--- src/logic/sciw_pkg.sv ---
package sciw_pkg;
  // register byte offsets
  localparam logic [3:0] CTRL_OFS = 4'h0;
  localparam logic [3:0] IEN_OFS = 4'h4;
  localparam logic [3:0] STAT_OFS = 4'h8;
  localparam logic [3:0] DATA_OFS = 4'hC;
  // control register bit positions
  localparam int WAKE_BIT = 0;
  localparam int LEN9_BIT = 1;
  localparam int ILT_BIT = 2;
  localparam int IDLE_ON_WAKEUP_ENABLE_BIT = 3;
  localparam int ASLEEP_BIT = 4;
  localparam int CTRL_W = 5;
  // flag positions, shared by status and enable registers
  localparam int F_TRANSMIT_EMPTY_FLAG = 0;
  localparam int F_TC = 1;
  localparam int F_RECEIVE_FULL_FLAG = 2;
  localparam int F_IDLE = 3;
  localparam int F_EDGE = 4;
  localparam int F_BRK = 5;
  localparam int F_OR = 6;
  localparam int F_NF = 7;
  localparam int F_FE = 8;
  localparam int F_PF = 9;
  localparam int NFLAG = 10;
  localparam logic [9:0] W1C_MASK = 10'h3FC;
  localparam logic [9:0] TX_GRP = 10'h003;
  localparam logic [9:0] RX_GRP = 10'h03C;
  localparam logic [9:0] ERR_GRP = 10'h3C0;
  // reset values
  localparam logic [4:0] CTRL_RST = 5'h00;
  localparam logic [9:0] IEN_RST = 10'h000;
  // idle character length in bit times, start and stop included
  localparam logic [3:0] IDLE_BITS_8 = 4'hA;
  localparam logic [3:0] IDLE_BITS_9 = 4'hB;
  // axi responses
  localparam logic [1:0] RESP_OKAY = 2'h0;
  localparam logic [1:0] RESP_SLVERR = 2'h2;
endpackage

--- src/logic/sciw_idle_det.sv ---
`timescale 1ns/1ps
module sciw_idle_det (
  // clock and reset
  input wire logic clk_i,
  input wire logic rst_n_i,
  // receiver timing
  input wire logic bit_tick_i,
  input wire logic rxd_i,
  input wire logic start_done_i,
  input wire logic stop_done_i,
  // configuration
  input wire logic ilt_i,
  input wire logic len9_i,
  // one pulse per idle period
  output logic idle_o
);
  typedef struct packed {
    logic [3:0] cnt;
    logic armed;
    logic idle;
  } sciw_idle_s;

  sciw_idle_s q;
  sciw_idle_s nxt;
  logic [3:0] limit;

  always_comb begin
    nxt = q;
    nxt.idle = 1'b0;
    limit = len9_i ? sciw_pkg::IDLE_BITS_9 : sciw_pkg::IDLE_BITS_8;
    // start point of the count follows the idle type select
    if ((!ilt_i && start_done_i) || (ilt_i && stop_done_i)) begin
      nxt.armed = 1'b1;
      nxt.cnt = 4'h0;
    end else if (bit_tick_i && q.armed) begin
      if (!rxd_i) begin
        nxt.cnt = 4'h0;
      end else if (q.cnt + 4'h1 == limit) begin
        // disarm so a long idle gap raises only one pulse
        nxt.idle = 1'b1;
        nxt.armed = 1'b0;
        nxt.cnt = 4'h0;
      end else begin
        nxt.cnt = q.cnt + 4'h1;
      end
    end
  end

  always_ff @(posedge clk_i or negedge rst_n_i) begin
    if (!rst_n_i) begin
      q <= '{cnt: 4'h0, armed: 1'b1, idle: 1'b0};
    end else begin
      q <= nxt;
    end
  end

  assign idle_o = q.idle;
endmodule

--- src/logic/sciw_top.sv ---
`timescale 1ns/1ps
// Summary of operation
// - receiver leaves sleep by itself at message end or next message start
// - wake select 0: a full idle character clears receiver_asleep
// - idle character is 10 bit times, 11 with 9-bit data
// - asleep with idle_on_wakeup_enable 0: waking idle leaves idle flag clear
// - after idle wakeup the next character sets receive_full_flag
// - idle_on_wakeup_enable 1: every idle sets idle flag, asleep or not
// - idle_type_select 0: idle count starts after the start bit
// - idle_type_select 1: idle count starts after the stop bit
// - wake select 1: character with top bit one clears receiver_asleep
// - address character is kept and sets receive_full_flag
// - three requests: transmit, receive, error groups
// - ten flags each masked by own enable; flags still poll
// - transmit_empty_flag with its enable keeps requesting
// - transmit_complete_flag when transmitter idle; with enable requests
module sciw_top (
  // clock and reset
  input wire logic REF_CLK_I,
  input wire logic RESETN_I,
  // axi4-lite write address and data
  input wire logic [3:0] S_AXI_AWADDR_I,
  input wire logic S_AXI_AWVALID_I,
  output logic S_AXI_AWREADY_O,
  input wire logic [31:0] S_AXI_WDATA_I,
  input wire logic [3:0] S_AXI_WSTRB_I,
  input wire logic S_AXI_WVALID_I,
  output logic S_AXI_WREADY_O,
  // axi4-lite write response
  output logic [1:0] S_AXI_BRESP_O,
  output logic S_AXI_BVALID_O,
  input wire logic S_AXI_BREADY_I,
  // axi4-lite read
  input wire logic [3:0] S_AXI_ARADDR_I,
  input wire logic S_AXI_ARVALID_I,
  output logic S_AXI_ARREADY_O,
  output logic [31:0] S_AXI_RDATA_O,
  output logic [1:0] S_AXI_RRESP_O,
  output logic S_AXI_RVALID_O,
  input wire logic S_AXI_RREADY_I,
  // receiver frame engine
  input wire logic RX_LINE_I,
  input wire logic RX_BIT_TICK_I,
  input wire logic RX_START_DONE_I,
  input wire logic RX_STOP_DONE_I,
  input wire logic RX_MSB_VALID_I,
  input wire logic RX_MSB_I,
  input wire logic RX_CHAR_DONE_I,
  input wire logic [8:0] RX_CHAR_I,
  input wire logic RX_EDGE_I,
  input wire logic RX_BREAK_I,
  input wire logic RX_NOISE_I,
  input wire logic RX_FRAMING_I,
  input wire logic RX_PARITY_I,
  // transmitter state
  input wire logic TX_BUF_FREE_I,
  input wire logic TX_IDLE_I,
  // configuration to the frame engine
  output logic RX_LEN9_O,
  output logic RX_ASLEEP_O,
  // interrupt requests
  output logic IRQ_TX_O,
  output logic IRQ_RX_O,
  output logic IRQ_ERR_O,
  output logic IRQ_O
);
  typedef struct packed {
    logic awready;
    logic wready;
    logic aw_have;
    logic w_have;
    logic [3:0] aw_addr;
    logic [31:0] wdata;
    logic [3:0] wstrb;
    logic bvalid;
    logic [1:0] bresp;
    logic arready;
    logic rvalid;
    logic [1:0] rresp;
    logic [31:0] rdata;
    logic [4:0] ctrl;
    logic [9:0] ien;
    logic [9:0] flags;
    logic [8:0] data;
    logic irq_tx;
    logic irq_rx;
    logic irq_err;
    logic irq;
  } sciw_top_s;

  sciw_top_s q;
  sciw_top_s nxt;
  logic idle_pulse;
  logic [31:0] wmask;
  logic [31:0] wd;
  logic [9:0] fset;
  logic [9:0] fclr;
  logic w_fire;

  function automatic logic is_mapped(input logic [3:0] a);
    is_mapped = (a == sciw_pkg::CTRL_OFS) || (a == sciw_pkg::IEN_OFS) ||
                (a == sciw_pkg::STAT_OFS) || (a == sciw_pkg::DATA_OFS);
  endfunction

  sciw_idle_det u_idle (
    .clk_i(REF_CLK_I),
    .rst_n_i(RESETN_I),
    .bit_tick_i(RX_BIT_TICK_I),
    .rxd_i(RX_LINE_I),
    .start_done_i(RX_START_DONE_I),
    .stop_done_i(RX_STOP_DONE_I),
    .ilt_i(q.ctrl[sciw_pkg::ILT_BIT]),
    .len9_i(q.ctrl[sciw_pkg::LEN9_BIT]),
    .idle_o(idle_pulse)
  );

  always_comb begin
    nxt = q;
    fset = '0;
    fclr = '0;
    wmask = {{8{q.wstrb[3]}}, {8{q.wstrb[2]}}, {8{q.wstrb[1]}}, {8{q.wstrb[0]}}};
    wd = q.wdata & wmask;
    w_fire = q.aw_have && q.w_have && !q.bvalid;

    // address and data are latched separately, in either order
    if (S_AXI_AWVALID_I && q.awready) begin
      nxt.aw_have = 1'b1;
      nxt.aw_addr = {S_AXI_AWADDR_I[3:2], 2'b00};
    end
    if (S_AXI_WVALID_I && q.wready) begin
      nxt.w_have = 1'b1;
      nxt.wdata = S_AXI_WDATA_I;
      nxt.wstrb = S_AXI_WSTRB_I;
    end
    if (q.bvalid && S_AXI_BREADY_I) begin
      nxt.bvalid = 1'b0;
    end
    if (w_fire) begin
      nxt.aw_have = 1'b0;
      nxt.w_have = 1'b0;
      nxt.bvalid = 1'b1;
      nxt.bresp = is_mapped(q.aw_addr) ? sciw_pkg::RESP_OKAY : sciw_pkg::RESP_SLVERR;
      case (q.aw_addr)
        sciw_pkg::CTRL_OFS: begin
          nxt.ctrl = (q.ctrl & ~wmask[4:0]) | wd[4:0];
        end
        sciw_pkg::IEN_OFS: begin
          nxt.ien = (q.ien & ~wmask[9:0]) | wd[9:0];
        end
        sciw_pkg::STAT_OFS: begin
          fclr = wd[9:0] & sciw_pkg::W1C_MASK;
        end
        default: begin
        end
      endcase
    end
    nxt.awready = !nxt.aw_have;
    nxt.wready = !nxt.w_have;

    if (q.rvalid && S_AXI_RREADY_I) begin
      nxt.rvalid = 1'b0;
    end
    if (S_AXI_ARVALID_I && q.arready) begin
      nxt.rvalid = 1'b1;
      nxt.rresp = is_mapped({S_AXI_ARADDR_I[3:2], 2'b00}) ?
                  sciw_pkg::RESP_OKAY : sciw_pkg::RESP_SLVERR;
      case ({S_AXI_ARADDR_I[3:2], 2'b00})
        sciw_pkg::CTRL_OFS: nxt.rdata = {27'h0000000, q.ctrl};
        sciw_pkg::IEN_OFS: nxt.rdata = {22'h000000, q.ien};
        sciw_pkg::STAT_OFS: nxt.rdata = {22'h000000, q.flags};
        sciw_pkg::DATA_OFS: nxt.rdata = {23'h000000, q.data};
        default: nxt.rdata = 32'h00000000;
      endcase
    end
    nxt.arready = !nxt.rvalid;

    // idle period: wakes an idle-line sleeper, flag per idle_on_wakeup_enable
    if (idle_pulse) begin
      if (q.ctrl[sciw_pkg::ASLEEP_BIT] && !q.ctrl[sciw_pkg::WAKE_BIT]) begin
        nxt.ctrl[sciw_pkg::ASLEEP_BIT] = 1'b0;
      end
      if (!q.ctrl[sciw_pkg::ASLEEP_BIT] || q.ctrl[sciw_pkg::IDLE_ON_WAKEUP_ENABLE_BIT]) begin
        fset[sciw_pkg::F_IDLE] = 1'b1;
      end
    end
    // top bit arrives before the stop bit, so the char below is kept
    if (RX_MSB_VALID_I && RX_MSB_I && q.ctrl[sciw_pkg::WAKE_BIT]) begin
      nxt.ctrl[sciw_pkg::ASLEEP_BIT] = 1'b0;
    end
    // a sleeping receiver drops the char; a full buffer is not overwritten
    if (RX_CHAR_DONE_I && !q.ctrl[sciw_pkg::ASLEEP_BIT]) begin
      if (q.flags[sciw_pkg::F_RECEIVE_FULL_FLAG] && !fclr[sciw_pkg::F_RECEIVE_FULL_FLAG]) begin
        fset[sciw_pkg::F_OR] = 1'b1;
      end else begin
        nxt.data = RX_CHAR_I;
        fset[sciw_pkg::F_RECEIVE_FULL_FLAG] = 1'b1;
      end
    end
    fset[sciw_pkg::F_EDGE] = fset[sciw_pkg::F_EDGE] | RX_EDGE_I;
    fset[sciw_pkg::F_BRK] = fset[sciw_pkg::F_BRK] | RX_BREAK_I;
    fset[sciw_pkg::F_NF] = fset[sciw_pkg::F_NF] | RX_NOISE_I;
    fset[sciw_pkg::F_FE] = fset[sciw_pkg::F_FE] | RX_FRAMING_I;
    fset[sciw_pkg::F_PF] = fset[sciw_pkg::F_PF] | RX_PARITY_I;

    // set after clear, so a same-cycle event is never lost
    nxt.flags = (q.flags & ~fclr) | fset;
    nxt.flags[sciw_pkg::F_TRANSMIT_EMPTY_FLAG] = TX_BUF_FREE_I;
    nxt.flags[sciw_pkg::F_TC] = TX_IDLE_I;

    nxt.irq_tx = |(nxt.flags & nxt.ien & sciw_pkg::TX_GRP);
    nxt.irq_rx = |(nxt.flags & nxt.ien & sciw_pkg::RX_GRP);
    nxt.irq_err = |(nxt.flags & nxt.ien & sciw_pkg::ERR_GRP);
    nxt.irq = nxt.irq_tx | nxt.irq_rx | nxt.irq_err;
  end

  always_ff @(posedge REF_CLK_I or negedge RESETN_I) begin
    if (!RESETN_I) begin
      q <= '0;
    end else begin
      q <= nxt;
    end
  end

  assign S_AXI_AWREADY_O = q.awready;
  assign S_AXI_WREADY_O = q.wready;
  assign S_AXI_BRESP_O = q.bresp;
  assign S_AXI_BVALID_O = q.bvalid;
  assign S_AXI_ARREADY_O = q.arready;
  assign S_AXI_RDATA_O = q.rdata;
  assign S_AXI_RRESP_O = q.rresp;
  assign S_AXI_RVALID_O = q.rvalid;
  assign RX_LEN9_O = q.ctrl[sciw_pkg::LEN9_BIT];
  assign RX_ASLEEP_O = q.ctrl[sciw_pkg::ASLEEP_BIT];
  assign IRQ_TX_O = q.irq_tx;
  assign IRQ_RX_O = q.irq_rx;
  assign IRQ_ERR_O = q.irq_err;
  assign IRQ_O = q.irq;
endmodule

--- config.mk ---
export PLATFORM = sky130hd
export DESIGN_NAME = sciw_top
export DESIGN_NICKNAME = d
export VERILOG_FILES = /design/src/logic/sciw_pkg.sv /design/src/logic/sciw_idle_det.sv /design/src/logic/sciw_top.sv
export SDC_FILE = /design/constraint.sdc
export NUM_CORES = 1
export LEC_CHECK = 0
export BUFFER_PORTS_ARGS = -buffer_cell sky130_fd_sc_hd__buf_2
export CAP_MARGIN = 25
export CORE_MARGIN = 2
export CORE_UTILIZATION = 50
export DETAILED_ROUTE_END_ITERATION = 12
export PLACE_DENSITY = 0.78
export SYNTH_ARGS = -nofsm -noshare
export SYNTH_HDL_FRONTEND = slang
export SYNTH_SLANG_ARGS = --single-unit
--- constraint.sdc ---
create_clock -name REF_CLK_I -period 4.8 [get_ports REF_CLK_I]
set_input_delay 0.48 -clock REF_CLK_I [delete_from_list [all_inputs] [get_ports REF_CLK_I]]
set_output_delay 0.48 -clock REF_CLK_I [all_outputs]
set_load 0.01 [all_outputs]
Word-level counts from Yosys, hierarchy flattened
Cells that the tools add are included.
{ "word_totals": {"inputBits": 74, "ram_bits": 0, "mem_count": 0, "ff_bits": 101, "elab_cells": 122, "latchBits": 0, "romBits": 0, "out_inout_bits": 47} }
{ "classes": {"multipliers": 0, "magnitude_cmp": 0, "div": 0, "reduce_logical": 43, "n_shift": 0, "mux": 32, "bitwise_logic": 14, "addsub": 1, "n_eq_ne": 7} }
{ "ops": {"columns": ["cell", "count"], "rows": [
  ["$pmux W32 S4", 1],
  ["$and A10 B10 Y10", 4],
  ["$mux W35", 1],
  ["$mux W10", 3],
  ["$not A10 Y10", 2],
  ["$or A10 B10 Y10", 2],
  ["$logic_and A1 B1 Y1", 15],
  ["$mux W1", 15],
  ["$mux W15", 1],
  ["$mux W2", 5],
  ["$mux W5", 2],
  ["$eq A2 B2 Y1 const B", 4],
  ["$logic_not A1 Y1", 8],
  ["$logic_or A1 B1 Y1", 8],
  ["$mux W4", 2],
  ["$reduce_bool A2 Y1", 4],
  ["$reduce_or A4 Y1", 2],
  ["$mux W6", 1],
  ["$and A5 B5 Y5", 1],
  ["$not A5 Y5", 1],
  ["$or A5 B5 Y5", 1],
  ["$add A4 B1 Y4 const B", 1],
  ["$eq A2 B1 Y1 const B", 2],
  ["$eq A4 B4 Y1", 1],
  ["other kinds (8)", 10]
]} }

Depth between registers and ports, before layout
{ "logic_depth": {"word_depth": 12, "mapped_depth": 6, "depth_no_buf": 6} }

Modules after synthesis
A second synthesis with hierarchy kept.
{ "unflattened": {"hier_cells": 297, "hier_area_um2": 3569.7} }
{ "modules_own_cells": {"columns": ["module", "cells_each", "instances", "area_per_inst_um2", "seq_area_each_um2"], "rows": [
  ["sciw_top", 263, 1, 3226.8, 1776.7],
  ["sciw_idle_det", 34, 1, 342.8, 151.4]
]} }

Worst setup path after synthesis
No wires, ideal clock.
{ "synth_path": {"path_kind": "register -> register", "from": "reg q, in the netlist S_AXI_BVALID_O", "to": "reg q, in the netlist IRQ_O", "arrival_ns": 1.999, "synth_period_minus_slack_ns": 2.130, "setup_ns": 0.131, "slack_ns": 2.670, "path_stages_with_launch": 6, "n_path_buf": 0, "required_ns": 4.669, "path_cell_list": "dfrtp_1 -> nand3b_2 -> nor2_1 -> mux2_2 -> a2111o_1 -> or3_1"} }
{ "synth_lines": {"columns": ["item", "line_no", "source"], "rows": [
  ["from (decl)", "sciw_top.sv:91", "sciw_top_s q;"],
  ["from (signal assigned)", "sciw_top.sv:220", "q <= nxt;"]
]} }

==> metrics list <==
- Setup repair after global routing left no endpoint under its margin.
- Cell internal power was estimated by the tool at 0.00147 W.
- For this run, the slowest stage of the critical path takes between 0.4 and 0.5 ns.
* Number of global-route vias before repair: approximately 2,400
* Part of the total power dissipated in the clock network: 24.2%
* Initial detailed-routing violation count: 102
* First-pass GRT wire length: 11,600 um
* Routed via count: 2,408
- After clock tree synthesis, the clock-pin slew on the worst setup and hold paths is about 0.08 ns.
* Class of the most critical hold timing path: in2reg
* Sequential area share after synthesis: a little over half
* Net switching power figure: 0.000696 W
- Clock tree from TritonCTS: yes
* Met1 routed wirelength after detailed routing: 3100 um
- Pins over their slew limit: 0
* Setup WS pre-CTS: around 2.3 ns
- The floorplan step set the die width to 88.5 um.
- Entering global routing, the biggest net connects just under 80 pins.
- Outcome: complete, no violations
- The commonest cells after synthesis are 76 x sky130_fd_sc_hd__dfrtp_1, 36 x sky130_fd_sc_hd__buf_4, 29 x sky130_fd_sc_hd__mux2_2.
* Hold violation count in the final report: 0
* Number of placed I/O pins: between 100 and 150
- In this run the remaining antenna-violating nets after routing total 0.
* Die Ht: approximately 89 um
- Total standard cell area after synthesis: ~3600 um2
- The most used flip-flop cell after synthesis is sky130_fd_sc_hd__dfrtp_1.
- Post-Route Setup TNS: 0 ns
- Yosys mapped the design onto 47 distinct sky130hd cell types.
- Max Cap Viol: 0
* Insertion delay to the later sink of the worst-skew pair: approximately 0.34 ns
* Filler cell count in the final layout: 585
- Number of enable flip-flop cells after synthesis: 0
- Clock tree synthesis selected as its root buffer the cell sky130_fd_sc_hd__clkbuf_8.
* Detail Route met3 WL: 404 um
- The clock passes through at most 2 buffers.
- Cells along the critical path: nand3b_2, nor2_1, mux2_2, a2111o_1, or3_1
- Number of nets at the end of the flow: approximately 440
* Level count of the clock H-tree: 3
- Combinational share of power: 28.2%
- Most repeated cell in the gate-level netlist after synthesis: sky130_fd_sc_hd__dfrtp_1
* Lkg Pwr: 1.96 nW
- Critical Setup Path Class: reg2reg
- 0 antenna diodes ended up in the layout.
- Port buffer count: 68
- Detailed placement finished with a half-perimeter wire length of slightly above 5000 um.
- Metal2 WL: 3310 um
- After layout, the worst path uses 52.2% of the clock period.
- Total grt overflow: 0
- Number of design rule violations left after detail routing: 0
* Antenna violations before repair: 0
* Async SR Flop Fraction: 100%
- Timing would allow up to 399 MHz.
- Top routing layer in use: met4
* WP buf/inv: 0
* Area of the die: about 8000 um2
- Core Box Area: between 6000 and 7000 um2
* Register share of total power: 47.6%
- Number of vias per cell after detailed routing: just over 5
- Biggest area contributors in the synthesized netlist: sky130_fd_sc_hd__dfrtp_1 53%, sky130_fd_sc_hd__mux2_2 9.1%, sky130_fd_sc_hd__buf_4 7.6%
- The initialized floorplan defines 30 standard-cell rows.
- Dividing the detail-routed wire length by the instance count gives between 10 and 15 um.
* Area overhead of the layout relative to synthesis: 14.1%
- On the critical path, the stage with the largest delay is an instance of sky130_fd_sc_hd__a2111o_1.
- In this run the worst path has a maximum fanout of 17.
* Sinks on the clock net: 77
* RD Place Congestion: 0.826
* Register bit total from synthesis: 77
* CP Data Arrival Time: roughly 2.7 ns
- For the pin with the worst max-slew slack, the measured transition is 0.575 ns.
* Time the final worst path needs with I/O delays and setup: ~2.5 ns
* Critical Path End Type: flop
- Share of total power consumed by net switching: between 30% and 40%
- Dominant cell type by area after synthesis: sky130_fd_sc_hd__dfrtp_1
- Maximum clock skew at final layout: 0.0101 ns
- TritonCTS Buffers: 9
- Share of the synthesized area in the top cell type: ~53%
* Post-Synthesis Mean Instance Area: 11.7 um2
- Before antenna repair, the detailed router went through 4 iterations.
* Post-CTS setup buffer count: 0
* Post-detailed-routing wire length: 6940 um
- Of the cells placed in the final design, the portion with a size suffix greater than 1 is 32.9%.
- STA classifies the critical path startpoint as a flop.
- Setup slack closes at about 2.3 ns.
- Kind of cell adding the most delay to the critical path: simple AND/OR/NAND/NOR gates
* Critical path required time: 5.02 ns
* Synthesized instance count: roughly 310
* Initial core utilization: 52.0%
* Setup Viol. Count Final: 0
- Count of yosys warnings during synthesis: 0
- Global routing used about a fifth of the available tracks.
- Max_slew headroom: between 60% and 70%
- For this design the ratio of total power to cell area is 533 nW/um2.
* Worst IR Drop VDD: 0.256 mV
==> worst register-to-register path, cell delays in order, from the launching register on <==
cell and delay, ns:
sky130_fd_sc_hd__dfrtp_1 0.41, sky130_fd_sc_hd__nand3b_2 0.42, sky130_fd_sc_hd__nor2_1 0.35, sky130_fd_sc_hd__mux2_2 0.39
sky130_fd_sc_hd__a2111o_1 0.47, sky130_fd_sc_hd__or3_1 0.35
==> layout make-up <==
class	instances	area, um2	share of cell area (%)
Clock buffer	10	138	3.38
Inverter	12	45.0	1.11
Timing Repair Buffer	70	380	9.34
Tap cell	96	120	2.95
Multi-Input combinational cell	197	1390	34.0
Clock inverter	5	75.1	1.84
Sequential cell	77	1930	47.3
==> registers in the layout (all words and copies together), names as in the netlist, named ones only <==
name,flops
q,45
S_AXI_RVALID_O,1
u_idle.idle_o,1
S_AXI_AWREADY_O,1
S_AXI_WREADY_O,1
IRQ_ERR_O,1
S_AXI_BVALID_O,1
S_AXI_BRESP_O,1
IRQ_O,1
RX_ASLEEP_O,1
IRQ_RX_O,1
S_AXI_RDATA_O,10
u_idle.q,5
S_AXI_RRESP_O,1
S_AXI_ARREADY_O,1
IRQ_TX_O,1
==> routing by layer <==
layer	up-vias	global-route usage (%)
li1	1142	-
met1	1172	26.2
met2	83	31.0
met3	11	3.92
met4	0	8.68
met5	-	0
==> path summary, 6_finish.rpt <==
path,start,to,slack (ns),depth (start not counted)
worst max-delay path,S_AXI_BVALID_O$_DFFE_PN0P_,IRQ_O$_DFF_PN0_,2.29,5
worst min-delay path,TX_IDLE_I,q[14]$_DFF_PN0_,0.26,1
worst max register to register,S_AXI_BVALID_O$_DFFE_PN0P_,IRQ_O$_DFF_PN0_,2.29,5
worst min register to register,S_AXI_RDATA_O[6]$_DFFE_PN0P_,S_AXI_RDATA_O[6]$_DFFE_PN0P_,0.48,2
max in group asynchronous,RESETN_I,u_idle.q[1]$_DFFE_PN1P_,3.76,3
min in group asynchronous,RESETN_I,S_AXI_AWREADY_O$_DFF_PN0_,0.48,2
==> stage by stage <==
stage                     power (W)  area [um2]  std cells  util, %  hold slack [ns]
final                       0.00217        4070        467     59.3            0.262
after global routing        0.00231        4070        467     59.3            0.256
after CTS                   0.00218        4040        465     58.7            0.250
after detailed placement    0.00165        3820        450     55.6            0.466
after global placement      0.00162        3820        450     55.6            0.465
after floorplan             0.00149        3660        329        -            0.184
==> power by group through the flow <==
stage,clock network [W],logic [W],registers [W]
floorplan,0,0.000481,0.00100
global placement,0,0.000589,0.00103
detailed placement,0,0.000610,0.00104
CTS,0.000537,0.000612,0.00103
global route,0.000560,0.000680,0.00107
finish,0.000525,0.000611,0.00103
==> what timing repair did <==
item	in CTS	in global routing
gates resized for setup	0	0
hold buffers	0	1
endpoints found under the hold margin	0	4
==> layout by cell type (no fill, tap or decap), drive strengths merged, types with 3 or more instances in the layout <==
cell and count:
mux4 5, mux2 37, clkbuf 10, clkinv 3, nand3b 3, nand2b 6, dfrtp 76, nand3 9
buf 69, nor2b 5, conb 24, o21ai 22, inv 12, nor2 10, a21oi 7, nand4 3
nand2 27, or3 3, a22oi 7
==> kinds of logic after synthesis <==
| kind of cell | synth area share, % |
|---|---|
| mux | 14.8 |
| xor+xnor | 0.736 |
| compound gates | 9.29 |
| flops | 54.0 |
| other cells | 0.105 |
| simple gates | 11.1 |
| fa+ha+maj | 0.350 |
| buf+inv | 9.60 |
Power figures use the tool's default switching activity.
